$ cat src/hdl/lockdown_pkg.sv
// Constants shared by the sector protection and lockdown logic.
package lockdown_pkg;

    // ----------------------------------------------------------------
    // Command opcodes and fixed command bytes
    // ----------------------------------------------------------------
    localparam logic [7:0]  OP_WRITE_ENABLE   = 8'h06;
    localparam logic [7:0]  OP_WRITE_DISABLE  = 8'h04;
    localparam logic [7:0]  OP_WRITE_STATUS1  = 8'h01;
    localparam logic [7:0]  OP_WRITE_STATUS2  = 8'h31;
    localparam logic [7:0]  OP_PROTECT_SECT   = 8'h36;
    localparam logic [7:0]  OP_UNPROTECT_SECT = 8'h39;
    localparam logic [7:0]  OP_SECT_LOCKDOWN  = 8'h33;
    localparam logic [7:0]  OP_FREEZE_LOCK    = 8'h34;
    localparam logic [7:0]  CONFIRM_BYTE      = 8'hd0;
    localparam logic [23:0] FREEZE_ADDR       = 24'h55aa40;

    // ----------------------------------------------------------------
    // Status byte fields
    // ----------------------------------------------------------------
    localparam int          LOCK_BIT_POS      = 7;
    localparam int          GLOBAL_LSB        = 2;
    localparam int          GLOBAL_W          = 4;
    localparam logic [3:0]  GLOBAL_UNPROTECT  = 4'h0;
    localparam logic [3:0]  GLOBAL_PROTECT    = 4'hf;
    localparam int          LOCKEN_BIT_POS    = 4;

    // ----------------------------------------------------------------
    // Frame byte positions and counts
    // ----------------------------------------------------------------
    localparam logic [2:0]  BYTE_OPCODE       = 3'h0;
    localparam logic [2:0]  BYTE_ADDR_HI      = 3'h1;
    localparam logic [2:0]  BYTE_ADDR_MID     = 3'h2;
    localparam logic [2:0]  BYTE_ADDR_LO      = 3'h3;
    localparam logic [2:0]  BYTE_CONFIRM      = 3'h4;
    localparam logic [2:0]  NBYTES_OPCODE     = 3'h1;
    localparam logic [2:0]  NBYTES_STATUS     = 3'h2;
    localparam logic [2:0]  NBYTES_ADDR       = 3'h4;
    localparam logic [2:0]  NBYTES_CONFIRM    = 3'h5;
    localparam logic [2:0]  BIT_LAST          = 3'h7;

    // ----------------------------------------------------------------
    // Array geometry and timing
    // ----------------------------------------------------------------
    localparam int          NUM_SECTORS       = 64;
    localparam int          SECTOR_ADDR_LSB   = 16;
    localparam int          CLK_PERIOD_NS     = 20;
    localparam int          LOCK_TIME_NS      = 200000;
    localparam int          LOCK_CYCLES       = LOCK_TIME_NS / CLK_PERIOD_NS;

endpackage : lockdown_pkg

$ cat src/hdl/sector_lock_protection.sv
// Sector protection, locking and permanent lockdown control of a serial flash.
//
// Contract
// - Hardware lock is active only with write protect low and lock bit one.
// - Hardware lock ignores sector protect, unprotect and status byte one writes.
// - Clearing the lock bit performs no global protect or unprotect.
// - With write protect held low, a set lock bit clears only at power-up.
// - Power-up leaves every sector protected, lock bit zero.
// - With write protect high the lock bit may be set, software locking.
// - Setting the lock bit also applies the global code in bits five to two.
// - Software lock allows clearing the lock bit but ignores sector commands.
// - Either lock holds protection bits and blocks global protect/unprotect.
// - One lockdown bit per sector, default zero, survives reset; one blocks writes.
// - Successful lockdown sets the sector bit; only factory init clears it.
// - Lockdown is opcode, three address bytes, confirm byte; extra bytes ignored.
// - On valid lockdown, set bit within lock time and clear write enable.
// - Bad address, confirm or alignment aborts lockdown; only write enable clears.
// - Disabled or frozen lockdown is ignored; write enable cleared at frame end.
// - Freeze needs write enable, lockdown enable, fixed address and confirm.
// - Valid freeze freezes lockdown, clears write enable and lockdown enable forever.
// - After freeze every lockdown command is rejected.
// - Bad freeze aborts, clears write enable, keeps lockdown enable.
// - Status byte one stores only bit seven; bits five to two decode globals.
// - Unlocked, 00h unprotects all and 7Fh protects all, lock bit stays zero.
`timescale 1ns/100ps

module sector_lock_protection
#(
    parameter int NUM_SECTORS = lockdown_pkg::NUM_SECTORS,
    parameter int LOCK_CYCLES = lockdown_pkg::LOCK_CYCLES
)
(
    input  wire logic                   clk_i,           // System clock, 50 MHz.
    input  wire logic                   resetn_i,        // Power-on reset, active low.
    input  wire logic                   nv_init_n_i,     // Factory init of lockdown, low.
    input  wire logic                   sck_i,           // Serial clock pin.
    input  wire logic                   cs_n_i,          // Chip select pin, active low.
    input  wire logic                   si_i,            // Serial data in pin.
    input  wire logic                   wp_n_i,          // Write protect pin, active low.
    output logic                        write_enable_latch_o,       // Write enable latch.
    output logic                        protection_regs_lock_bit_o, // Lock bit.
    output logic                        lockdown_enable_bit_o,      // Lockdown enable.
    output logic                        hw_locked_o,     // Hardware lock active.
    output logic                        frozen_o,        // Lockdown state frozen.
    output logic                        busy_o,          // Lock operation running.
    output logic [NUM_SECTORS-1:0]      sect_protect_o,  // Sector protection bits.
    output logic [NUM_SECTORS-1:0]      sect_lockdown_o  // Lockdown bits; one blocks writes.
);

    localparam int SW = $clog2(NUM_SECTORS);

    // ----------------------------------------------------------------
    // State
    // ----------------------------------------------------------------
    typedef struct packed {
        logic                   write_enable_latch;
        logic                   protection_regs_lock_bit;
        logic                   lockdown_enable_bit;
        logic                   hw_locked;
        logic [7:0]             opcode;
        logic [7:0]             data1;
        logic [23:0]            addr;
        logic [7:0]             conf;
        logic [2:0]             nbytes;
        logic                   busy;
        logic [31:0]            timer;
        logic                   pend_freeze;
        logic [SW-1:0]          pend_sector;
        logic [NUM_SECTORS-1:0] prot;
    } vol_t;

    // Nonvolatile state lives on its own reset so a power cycle keeps it.
    typedef struct packed {
        logic                   frozen;
        logic [NUM_SECTORS-1:0] lockdown;
    } nv_t;

    vol_t vol_r;
    vol_t vol_nxt;
    nv_t  nv_r;
    nv_t  nv_nxt;

    // ----------------------------------------------------------------
    // Link sampling
    // ----------------------------------------------------------------
    logic       byte_vld;
    logic [7:0] byte_q;
    logic [2:0] byte_num;
    logic       frame_end;
    logic       aligned;
    logic       wp_n_s;

    spi_frame_rx u_rx
    (
        .clk_i       (clk_i),
        .resetn_i    (resetn_i),
        .sck_i       (sck_i),
        .cs_n_i      (cs_n_i),
        .si_i        (si_i),
        .wp_n_i      (wp_n_i),
        .byte_vld_o  (byte_vld),
        .byte_o      (byte_q),
        .byte_num_o  (byte_num),
        .frame_end_o (frame_end),
        .aligned_o   (aligned),
        .wp_n_o      (wp_n_s)
    );

    // ----------------------------------------------------------------
    // Decode helpers
    // ----------------------------------------------------------------
    logic          hw_lock;
    logic [SW-1:0] sector;
    logic [3:0]    global_code;
    logic          new_lock;

    assign hw_lock     = !wp_n_s && vol_r.protection_regs_lock_bit;
    assign sector      = vol_r.addr[lockdown_pkg::SECTOR_ADDR_LSB +: SW];
    assign global_code = vol_r.data1[lockdown_pkg::GLOBAL_LSB +: lockdown_pkg::GLOBAL_W];
    assign new_lock    = vol_r.data1[lockdown_pkg::LOCK_BIT_POS];

    // ----------------------------------------------------------------
    // Next state
    // ----------------------------------------------------------------
    always_comb
    begin
        vol_nxt           = vol_r;
        nv_nxt            = nv_r;
        vol_nxt.hw_locked = hw_lock;

        // Collect the bytes of the current frame; bytes past the confirm are dropped.
        if (byte_vld)
        begin
            case (byte_num)
                lockdown_pkg::BYTE_OPCODE:
                    vol_nxt.opcode = byte_q;
                lockdown_pkg::BYTE_ADDR_HI:
                begin
                    vol_nxt.data1        = byte_q;
                    vol_nxt.addr[23:16]  = byte_q;
                end
                lockdown_pkg::BYTE_ADDR_MID:
                    vol_nxt.addr[15:8]   = byte_q;
                lockdown_pkg::BYTE_ADDR_LO:
                    vol_nxt.addr[7:0]    = byte_q;
                lockdown_pkg::BYTE_CONFIRM:
                    vol_nxt.conf         = byte_q;
                default:
                    vol_nxt.conf         = vol_r.conf;
            endcase
            if (vol_r.nbytes != lockdown_pkg::NBYTES_CONFIRM)
                vol_nxt.nbytes = byte_num + 3'h1;
        end

        // Lock timer: the bit lands when the timer runs out, within the lock time.
        if (vol_r.busy)
        begin
            if (vol_r.timer == 32'h0)
            begin
                vol_nxt.busy = 1'b0;
                if (vol_r.pend_freeze)
                begin
                    nv_nxt.frozen = 1'b1;
                    vol_nxt.lockdown_enable_bit   = 1'b0;
                end
                else
                begin
                    nv_nxt.lockdown[vol_r.pend_sector] = 1'b1;
                end
            end
            else
            begin
                vol_nxt.timer = vol_r.timer - 32'h1;
            end
        end

        // Commands take effect when chip select rises; none are taken while busy.
        if (frame_end)
        begin
            vol_nxt.nbytes = '0;
            if (!vol_r.busy && aligned && vol_r.nbytes >= lockdown_pkg::NBYTES_OPCODE)
            begin
                case (vol_r.opcode)
                    lockdown_pkg::OP_WRITE_ENABLE:
                        vol_nxt.write_enable_latch = 1'b1;
                    lockdown_pkg::OP_WRITE_DISABLE:
                        vol_nxt.write_enable_latch = 1'b0;
                    lockdown_pkg::OP_WRITE_STATUS1:
                    begin
                        if (vol_r.write_enable_latch && !hw_lock &&
                            vol_r.nbytes >= lockdown_pkg::NBYTES_STATUS)
                        begin
                            vol_nxt.write_enable_latch  = 1'b0;
                            vol_nxt.protection_regs_lock_bit = new_lock;
                            // Globals act only while unlocked beforehand.
                            if (!vol_r.protection_regs_lock_bit)
                            begin
                                if (global_code == lockdown_pkg::GLOBAL_UNPROTECT)
                                    vol_nxt.prot = '0;
                                else if (global_code == lockdown_pkg::GLOBAL_PROTECT)
                                    vol_nxt.prot = '1;
                            end
                        end
                    end
                    lockdown_pkg::OP_WRITE_STATUS2:
                    begin
                        if (vol_r.write_enable_latch && vol_r.nbytes >= lockdown_pkg::NBYTES_STATUS)
                        begin
                            vol_nxt.write_enable_latch = 1'b0;
                            if (!nv_r.frozen)
                                vol_nxt.lockdown_enable_bit = vol_r.data1[lockdown_pkg::LOCKEN_BIT_POS];
                        end
                    end
                    lockdown_pkg::OP_PROTECT_SECT,
                    lockdown_pkg::OP_UNPROTECT_SECT:
                    begin
                        if (vol_r.write_enable_latch)
                        begin
                            vol_nxt.write_enable_latch = 1'b0;
                            // Either lock freezes the per-sector protection bits.
                            if (!vol_r.protection_regs_lock_bit &&
                                vol_r.nbytes >= lockdown_pkg::NBYTES_ADDR)
                                vol_nxt.prot[sector] =
                                    (vol_r.opcode == lockdown_pkg::OP_PROTECT_SECT);
                        end
                    end
                    lockdown_pkg::OP_SECT_LOCKDOWN:
                    begin
                        if (vol_r.write_enable_latch)
                        begin
                            vol_nxt.write_enable_latch = 1'b0;
                            if (vol_r.lockdown_enable_bit && !nv_r.frozen &&
                                vol_r.nbytes >= lockdown_pkg::NBYTES_CONFIRM &&
                                vol_r.conf == lockdown_pkg::CONFIRM_BYTE)
                            begin
                                vol_nxt.busy        = 1'b1;
                                vol_nxt.pend_freeze = 1'b0;
                                vol_nxt.pend_sector = sector;
                                vol_nxt.timer       = 32'(LOCK_CYCLES - 1);
                            end
                        end
                    end
                    lockdown_pkg::OP_FREEZE_LOCK:
                    begin
                        if (vol_r.write_enable_latch && vol_r.lockdown_enable_bit)
                        begin
                            vol_nxt.write_enable_latch = 1'b0;
                            if (!nv_r.frozen &&
                                vol_r.nbytes >= lockdown_pkg::NBYTES_CONFIRM &&
                                vol_r.addr == lockdown_pkg::FREEZE_ADDR &&
                                vol_r.conf == lockdown_pkg::CONFIRM_BYTE)
                            begin
                                vol_nxt.busy        = 1'b1;
                                vol_nxt.pend_freeze = 1'b1;
                                vol_nxt.timer       = 32'(LOCK_CYCLES - 1);
                            end
                        end
                        else if (vol_r.write_enable_latch)
                        begin
                            vol_nxt.write_enable_latch = 1'b0;
                        end
                    end
                    default:
                        vol_nxt.opcode = vol_r.opcode;
                endcase
            end
            else if (!vol_r.busy && vol_r.nbytes != 3'h0 &&
                     (vol_r.opcode == lockdown_pkg::OP_SECT_LOCKDOWN ||
                      vol_r.opcode == lockdown_pkg::OP_FREEZE_LOCK))
            begin
                // A frame cut off a byte boundary aborts; only the latch drops.
                vol_nxt.write_enable_latch = 1'b0;
            end
        end

        // Frozen state pins the enable low for good.
        if (nv_r.frozen)
            vol_nxt.lockdown_enable_bit = 1'b0;
    end

    // ----------------------------------------------------------------
    // Registers
    // ----------------------------------------------------------------
    // Power-up: every sector protected, no lock, latch clear.
    always_ff @(posedge clk_i or negedge resetn_i)
    begin
        if (!resetn_i)
            vol_r <= '{prot: '1, default: '0};
        else
            vol_r <= vol_nxt;
    end

    // A plain reset does not touch the lockdown bits; only factory init does.
    always_ff @(posedge clk_i or negedge nv_init_n_i)
    begin
        if (!nv_init_n_i)
            nv_r <= '0;
        else
            nv_r <= nv_nxt;
    end

    // ----------------------------------------------------------------
    // Outputs
    // ----------------------------------------------------------------
    assign write_enable_latch_o       = vol_r.write_enable_latch;
    assign protection_regs_lock_bit_o = vol_r.protection_regs_lock_bit;
    assign lockdown_enable_bit_o      = vol_r.lockdown_enable_bit;
    assign hw_locked_o                = vol_r.hw_locked;
    assign frozen_o                   = nv_r.frozen;
    assign busy_o                     = vol_r.busy;
    assign sect_protect_o             = vol_r.prot;
    assign sect_lockdown_o            = nv_r.lockdown;

endmodule : sector_lock_protection

$ cat src/hdl/spi_frame_rx.sv
// Serial link sampler: synchronises the pins and assembles command bytes.
`timescale 1ns/100ps

module spi_frame_rx
(
    input  wire logic       clk_i,       // System clock.
    input  wire logic       resetn_i,    // Asynchronous reset, active low.
    input  wire logic       sck_i,       // Serial clock pin.
    input  wire logic       cs_n_i,      // Chip select pin, active low.
    input  wire logic       si_i,        // Serial data in pin.
    input  wire logic       wp_n_i,      // Write protect pin, active low.
    output logic            byte_vld_o,  // Pulse: a whole byte arrived.
    output logic [7:0]      byte_o,      // The byte just received.
    output logic [2:0]      byte_num_o,  // Position of that byte in the frame.
    output logic            frame_end_o, // Pulse: chip select rose.
    output logic            aligned_o,   // Frame ended on a byte boundary.
    output logic            wp_n_o       // Synchronised write protect level.
);

    // ----------------------------------------------------------------
    // State
    // ----------------------------------------------------------------
    typedef struct packed {
        logic [3:0] sync1;
        logic [3:0] sync2;
        logic       sck_d;
        logic       cs_d;
        logic [6:0] shift;
        logic [2:0] bit_cnt;
        logic [2:0] nbyte;
        logic       byte_vld;
        logic [7:0] byte_q;
        logic [2:0] byte_num;
        logic       frame_end;
        logic       aligned;
    } rx_t;

    rx_t rx_r;
    rx_t rx_nxt;

    // ----------------------------------------------------------------
    // Next state
    // ----------------------------------------------------------------
    always_comb
    begin
        rx_nxt           = rx_r;
        rx_nxt.sync1     = {wp_n_i, si_i, cs_n_i, sck_i};
        rx_nxt.sync2     = rx_r.sync1;
        rx_nxt.sck_d     = rx_r.sync2[0];
        rx_nxt.cs_d      = rx_r.sync2[1];
        rx_nxt.byte_vld  = 1'b0;
        rx_nxt.frame_end = 1'b0;
        if (rx_r.cs_d && !rx_r.sync2[1])
        begin
            rx_nxt.bit_cnt = '0;
            rx_nxt.nbyte   = '0;
        end
        else if (!rx_r.sync2[1] && rx_r.sync2[0] && !rx_r.sck_d)
        begin
            rx_nxt.shift = {rx_r.shift[5:0], rx_r.sync2[2]};
            if (rx_r.bit_cnt == lockdown_pkg::BIT_LAST)
            begin
                rx_nxt.bit_cnt  = '0;
                rx_nxt.byte_vld = 1'b1;
                rx_nxt.byte_q   = {rx_r.shift, rx_r.sync2[2]};
                rx_nxt.byte_num = rx_r.nbyte;
                if (rx_r.nbyte != lockdown_pkg::BIT_LAST)
                    rx_nxt.nbyte = rx_r.nbyte + 3'h1;
            end
            else
            begin
                rx_nxt.bit_cnt = rx_r.bit_cnt + 3'h1;
            end
        end
        if (!rx_r.cs_d && rx_r.sync2[1])
        begin
            rx_nxt.frame_end = 1'b1;
            rx_nxt.aligned   = (rx_r.bit_cnt == 3'h0);
        end
    end

    always_ff @(posedge clk_i or negedge resetn_i)
    begin
        if (!resetn_i)
            rx_r <= '{sync1: 4'hf, sync2: 4'hf, sck_d: 1'b1, cs_d: 1'b1, default: '0};
        else
            rx_r <= rx_nxt;
    end

    assign byte_vld_o  = rx_r.byte_vld;
    assign byte_o      = rx_r.byte_q;
    assign byte_num_o  = rx_r.byte_num;
    assign frame_end_o = rx_r.frame_end;
    assign aligned_o   = rx_r.aligned;
    assign wp_n_o      = rx_r.sync2[3];

endmodule : spi_frame_rx

$ cat config.mk
export PLATFORM = sky130hd
export DESIGN_NAME = sector_lock_protection
export DESIGN_NICKNAME = d
export VERILOG_FILES = /design/src/hdl/lockdown_pkg.sv /design/src/hdl/sector_lock_protection.sv /design/src/hdl/spi_frame_rx.sv
export SDC_FILE = /design/constraint.sdc
export NUM_CORES = 1
export LEC_CHECK = 0
export BUFFER_PORTS_ARGS = -buffer_cell sky130_fd_sc_hd__clkbuf_2
export CAP_MARGIN = 20
export CORE_MARGIN = 3
export CORE_UTILIZATION = 55
export DETAILED_ROUTE_END_ITERATION = 12
export HOLD_SLACK_MARGIN = 0.08
export PLACE_DENSITY = 0.76
export REMOVE_ABC_BUFFERS = 1
export SLEW_MARGIN = 20
export SYNTH_ARGS = -nofsm -noshare
export SYNTH_HDL_FRONTEND = slang
export SYNTH_SLANG_ARGS = --single-unit
$ cat constraint.sdc
create_clock -name clk_i -period 4.2 [get_ports clk_i]
set_input_delay 0.21 -clock clk_i [delete_from_list [all_inputs] [get_ports clk_i]]
set_output_delay 0.21 -clock clk_i [all_outputs]
set_load 0.01 [all_outputs]
==> results.md, run 1 <==
* First-pass GRT wire length at 46080 µm
* Reg2reg start: vol_r[71]$_DFF_PN0_
* Met2 Wirelength at 13520 µm
* Leak at approximately 0.0063 µW
* EDFF count, synth at 0
* Slew Limit Fails at 0
* Largest net degree at the start of global routing at 102
* Tot GR Track Use at 0.2285
* Most used DFF post-synth: dfrtp_1
* DR iter-0 viols at 530
* Placeable Area at between 20000 and 25000 µm²
* Fmax at 0.3494 GHz
* Routability Congestion at just over 0.8
* CP Max Fanout at 17
* CTS buffer count at 26
* Root Buffer: clkbuf_16
* H-tree levels at 1
* Critical path's slowest cell: and4_1
* Critical Path Sink Type: flop
* Drt via density at 6.056
* Cells after synthesis at about 1100
* I/O pin cnt at 141
* Drt wl/cell at 19.20 µm
* Residual DRC at 0
* Bufs and invs on worst path at 1
* Footprint of the multi-input gates at 5037 µm²
* Initial antenna violation count at 0
* Cell variety after synth at between 70 and 80
* Die ar. at between 20000 and 25000 µm²
* Std-Cell Rows at 54
* Gr ovfl total at 0
* Filler cell count at 1706
* Synthesized flop and latch total at 253
* RSZ-0062 raised after global routing: false
* Critical Path RT at 4.67 ns
* Highest-count cells in the layout ignoring fill and taps: dfrtp_1, o21ai_0, clkbuf_2, nand3_1, mux2_2
* Worst Max-Slew Pin Slew at 1.042 ns
* Critical-path cell list: inv_1, ha_1, nor4b_1, and2b_1, and4_1, and4_1, a31o_2
* Share of flip-flops with an asynchronous set or reset at 1.000
* Cell family with most CP delay: simple AND/OR/NAND/NOR gates
* Commonest non-fill, non-tap cell in the layout: dfrtp_1
* First-pass DRT Iterations at 5
* Worst skew pair latency at between 0.5 and 0.6 ns
* Area Growth Syn to Fin at 10.26%
* Routed Antenna Nets at 0
* Register area at 6424 µm²
* Yosys Warn Count at 0
* Setup Fix Bufs, Post-CTS at 0
* Power Total at about 5000 µW
* Power density cells at roughly 370 nW/µm²
* Num Clock Sinks at ~250
* Initial Util at 0.5632
* Antenna Cells at 0
* Critical path launch point: vol_r[71]$_DFF_PN0_
* Most used cell, CP: and4_1
* WL met1 at 12200 µm
* CP startpoint kind: flop
* Crit path kind: reg2reg
* Top layer in use: met4
* Wirelength, routed at 27980 µm
* Status: finished, final reports clean
* Fin crit share at 0.6814
* Ranking of synthesized cells by area: dfrtp_1, dfstp_2, mux2_2, o21ai_0, mux2_1
* Sequential fraction of the synthesis area at 0.5194
* Dominant cell type by area after synthesis: dfrtp_1
* Synth top area share at 0.3622
* Post-DP HPWL at roughly 18000 µm
* Design area at 13640 µm²
* Max_cap viols at 0
* DP Area at ~13000 µm²
* Crit path time final at 2.862 ns
* Avg Cell Area, Syn at 11.17 µm²
* CTS tree: done
* Die extent in x at 156.0 µm
* Via count at 8823
* Clock transition at path regs at 0.06 ns
* Relative slew slack at 0.3024
* Final Skew at ~0.013 ns
* Share of layout cells above drive strength 1 at 0.3288
* Vias in the first global route at 8710
* Final net count at 1177
* Max IR drop VDD at ~0.27 mV
* Syn Std Cell Area at 12370 µm²
* Hold crit path type: in2async
* Critical path arrival at 3.33 ns
* Max stage delay on crit path at 0.71 ns
* I/O Buffers at 140
* # setup viols final at 0
* Clock Tree Buf Depth at 3
* Final Hold Viols at 0
* Chip height at roughly 160 µm
* Metal3 WL at around 1500 µm
-- cell type report --
cell class,instances,area share
Multi-Input combinational cell,702,0.3694
Sequential cell,253,0.4711
Clock inverter,10,0.009817
Timing Repair Buffer,157,0.06322
Clock buffer,37,0.05588
Inverter,18,0.004955
Tap cell,280,0.02569
-- path summary, 6_finish.rpt --
check,endpoint,slack (ns),cells past startpoint
min in group clk_i,u_rx.rx_nxt[30]$_DFF_PN1_,0.30,2
worst min-delay path,sect_lockdown_o[49]$_DFFE_PN0P_,0.20,2
worst min register to register,u_rx.rx_nxt[27]$_DFF_PN1_,0.36,0
max in group asynchronous,u_rx.rx_nxt[27]$_DFF_PN1_,2.90,3
worst max register to register,sect_lockdown_o[7]$_DFFE_PN0P_,1.34,7
worst max-delay path,sect_lockdown_o[7]$_DFFE_PN0P_,1.34,7
-- cells in the mapped netlist, types with 3 or more instances --
cell type  instances
and2_1             3
o41ai_1            6
o211ai_1           4
or2_2              4
a21oi_2           14
buf_1              5
o21ai_0          145
clkbuf_1          42
buf_2             11
nor3_1            15
a21oi_1           16
nor2_1            21
ha_1              12
or3b_1             4
a31o_2             3
and4_1             4
buf_6              8
a21o_1             6
inv_1             18
nand4bb_1          3
nand3b_1           8
o21bai_1          57
dfstp_2           74
nor4b_1            4
nor4_1             5
mux2_2            76
or3_1             27
nand2_1           36
nand4_1            6
o31ai_1            9
mux2_1            49
nand3_1           79
nand2b_1           7
nand3_2            6
dfrtp_1          179
nor2b_1           11
or4_1             11
buf_4             66
and3_1             5
-- per-layer routing --
metal  global-route usage  vias to the layer above
li1                     -                     4045
met1               0.3221                     4469
met2               0.3664                      258
met3              0.03967                       51
met4              0.06770                        0
met5                    0                        -
-- metrics by stage --
stage	setup slack (ns)	TNS (ns)	util	instances	hold WS [ns]
2_1_floorplan	-0.5360	-32.33	-	973	-0.08559
3_3_place_gp	1.533	0	0.5775	1404	0.2082
3_5_place_dp	1.476	0	0.5775	1404	0.2125
4_1_cts	1.385	0	0.6210	1457	0.1922
5_1_grt	1.061	0	0.6210	1457	0.2451
6_report	1.338	0	0.6210	1457	0.2040
-- kinds of logic (layout without fill, tap and decap cells) --
| family | after synthesis | count (layout) | synth area share |
|---|---|---|---|
| buffers and inverters | 152 | 222 | 0.07476 |
| muxes | 127 | 127 | 0.1154 |
| DFF | 253 | 253 | 0.5194 |
| xor gates and xnor gates | 3 | 3 | 0.002125 |
| and+or+nand+nor | 279 | 279 | 0.1335 |
| AOI/OAI and AO/OA | 281 | 281 | 0.1426 |
| adders and majority gates | 12 | 12 | 0.01214 |
-- report_power, final --
part,internal (µW),switching (µW)
Clock,1440,952
Combinational,30.5,62.1
Sequential,2470,21.2
Total,3940,1040
-- timing repair --
action / CTS / global route
resized for setup: 0 / 0
hold buffers: 6 / 0
endpoints found under the hold margin: 59 / 0
Note: power is estimated with default switching activity, not from simulation.
==> run 2: changes to the inputs <==
--- a/config.mk
+++ b/config.mk
@@ -8,7 +8,7 @@
 export BUFFER_PORTS_ARGS = -buffer_cell sky130_fd_sc_hd__clkbuf_2
 export CAP_MARGIN = 20
 export CORE_MARGIN = 3
-export CORE_UTILIZATION = 55
+export CORE_UTILIZATION = 53
 export DETAILED_ROUTE_END_ITERATION = 12
 export HOLD_SLACK_MARGIN = 0.08
 export PLACE_DENSITY = 0.76
==> constraint.sdc (replaced) <==
create_clock -name clk_i -period 2.3 [get_ports clk_i]
set_input_delay 0.115 -clock clk_i [delete_from_list [all_inputs] [get_ports clk_i]]
set_output_delay 0.115 -clock clk_i [all_outputs]
set_load 0.01 [all_outputs]
==> run 2 against run 1 <==
Effect of this change: combinational power increased by 93%; clock power increased by 90%; register-to-register slack got worse by 1.3 ns; largest power group unchanged; highest routed layer unchanged.
==> results.md, run 2 (synthesized netlist as in run 1, its figures left out) <==
* M1 GR Usage at 0.3176
* Crit path time final at 2.258 ns
* Vias in the first global route at 8920
* DR iter-0 viols at 704
* Fmax at 0.4429 GHz
* CP Max Fanout at 22
* R2R cell count at 7
* Final Skew at 0.009255 ns
* Max IR drop VDD at between 0.5 and 0.6 mV
* GRT busiest layer: met2
* Design area at 14250 µm²
* Max stage delay on crit path at 0.58 ns
* Post-DP HPWL at between 15000 and 20000 µm
* Root Buffer: clkbuf_16
* Highest-count cells in the layout ignoring fill and taps: dfrtp_1, o21ai_0, clkbuf_2, nand3_1, mux2_2
* Clock transition at path regs at 0.06 ns
* Critical-path cell list: or4_4, nor3_4, a32o_2, buf_12, buf_12, nand3_1, mux2_1
* Critical path arrival at 2.71 ns
* Initial antenna violation count at 0
* First-pass GRT wire length at 48150 µm
* Power density cells at 651.1 nW/µm²
* Crit path kind: reg2reg
* Status: finished, final reports clean
* CTS buffer count at 27
* Antenna Cells at 0
* Routability Congestion at 0.8389
* CTS tree: done
* Drt via density at 5.900
* Setup Total Neg Slack at 0 ns
* First-pass DRT Iterations at 7
* Wirelength, routed at between 20000 and 30000 µm
* Routed Antenna Nets at 0
* DP Area at 13120 µm²
* Area Growth Syn to Fin at 15.23%
* GR Util met2 at 0.3734
* Std-Cell Rows at 55
* Clock Tree Buf Depth at 3
* Fin crit share at 0.9817
* Most used cell, CP: buf_12
* Slew Limit Fails at 0
* Die extent in x at 158.8 µm
* Share of layout cells above drive strength 1 at 0.3593
* Relative slew slack at 0.5626
* Initial Util at 0.5430
* Via count at about 9100
* Leak at 0.006608 µW
* Drt wl/cell at 18.91 µm
* Reg-to-reg setup timing slack at 0.04 ns
* Reg2reg start: vol_r[151]$_DFFE_PN0P_
* H-tree levels at 1
* Hold crit path type: in2async
* # setup viols final at 0
* Commonest non-fill, non-tap cell in the layout: dfrtp_1
* Largest net degree at the start of global routing at 66
* Die ar. at 25200 µm²
* I/O Buffers at 140
* Max_cap viols at 0
* Gr ovfl total at 0
* Residual DRC at 0
* CP startpoint kind: flop
* Num Clock Sinks at about 250
* GR Layer Usage met3 at 0.03418
* Critical path's slowest cell: or4_4
* Tot GR Track Use at 0.2276
* Final Util at 0.6257
* Critical Path Sink Type: flop
* Critical Path RT at 2.75 ns
* Chip height at 158.8 µm
* Final Hold Viols at 0
* Placeable Area at 22780 µm²
* Final net count at 1228
* Worst skew pair latency at 0.53 ns
* I/O pin cnt at around 140
* Worst Max-Slew Pin Slew at 0.6561 ns
## run 2: worst max path at each step
| stage | startpoint | to | slack, ns | cells after the start |
|---|---|---|---|---|
| final | vol_r[151]$_DFFE_PN0P_ | flop | 0.04 | 7 |
| after global routing | vol_r[151]$_DFFE_PN0P_ | flop | -0.006 | 7 |
| after CTS | vol_r[151]$_DFFE_PN0P_ | flop | 0.05 | 6 |
| after detailed placement | vol_r[71]$_DFF_PN0_ | sect_lockdown_o[25]$_DFFE_PN0P_ | -0.16 | 8 |
| after global placement | vol_r[71]$_DFF_PN0_ | sect_lockdown_o[47]$_DFFE_PN0P_ | 0.02 | 7 |
| after floorplan | busy_o$_DFF_PN0_ | flop | -2.44 | 5 |
## run 2: routing by layer
layer,routed length [µm],up-vias,part of all wire
met1,12790,4585,0.44
met4,791,0,0.027
met5,0,-,0
met3,1554,60,0.053
li1,-,4148,-
met2,14050,310,0.48
## run 2: critical path, delay by kind of cell, from the launching register on
| kind | cells | cell delay [ns] |
|---|---|---|
| DFF | 1 | 0.41 |
| muxes | 1 | 0.33 |
| AOI/OAI and AO/OA | 1 | 0.22 |
| buffers and inverters | 2 | 0.30 |
| and+or+nand+nor | 3 | 0.92 |
## run 2: final cells by class
class | count | area, µm²
inverter | 18 | 67.56
tap | 313 | 391.6
timing repair buffer | 207 | 1355
sequential | 253 | 6424
clock inverter | 11 | 173.9
fill | 1780 | 8527
clock buffer | 39 | 760.7
multi-input combinational | 702 | 5079
## run 2: metrics by stage
stage                     hold slack (ns)  setup WS, ns  cells  power (µW)
after floorplan                   -0.1806        -2.436    973        4669
after global placement            0.01910       0.01956   1480        4792
after detailed placement          0.02110       -0.1636   1480        4798
after CTS                          0.1557       0.04722   1537        9367
after global routing               0.2053     -0.005510   1543        9579
final                              0.1705       0.04199   1543        9279
## run 2: power by group
group / internal [µW] / total, µW / switching, µW / leakage, µW
Combinational: 62.5 / 179 / 117 / 0.00291
Clock: 2760 / 4550 / 1790 / 0.000445
Sequential: 4510 / 4550 / 35.0 / 0.00326
Total: 7330 / 9280 / 1950 / 0.00661
## run 2: what timing repair did
item                                    in CTS  in global routing
setup buffers                                0                  5
resized for setup                            2                  9
gates cloned                                 0                  1
hold buffers                                 7                  0
pin swaps                                    0                  3
endpoints found under the hold margin      241                  0
endpoints found under the setup margin      70                109
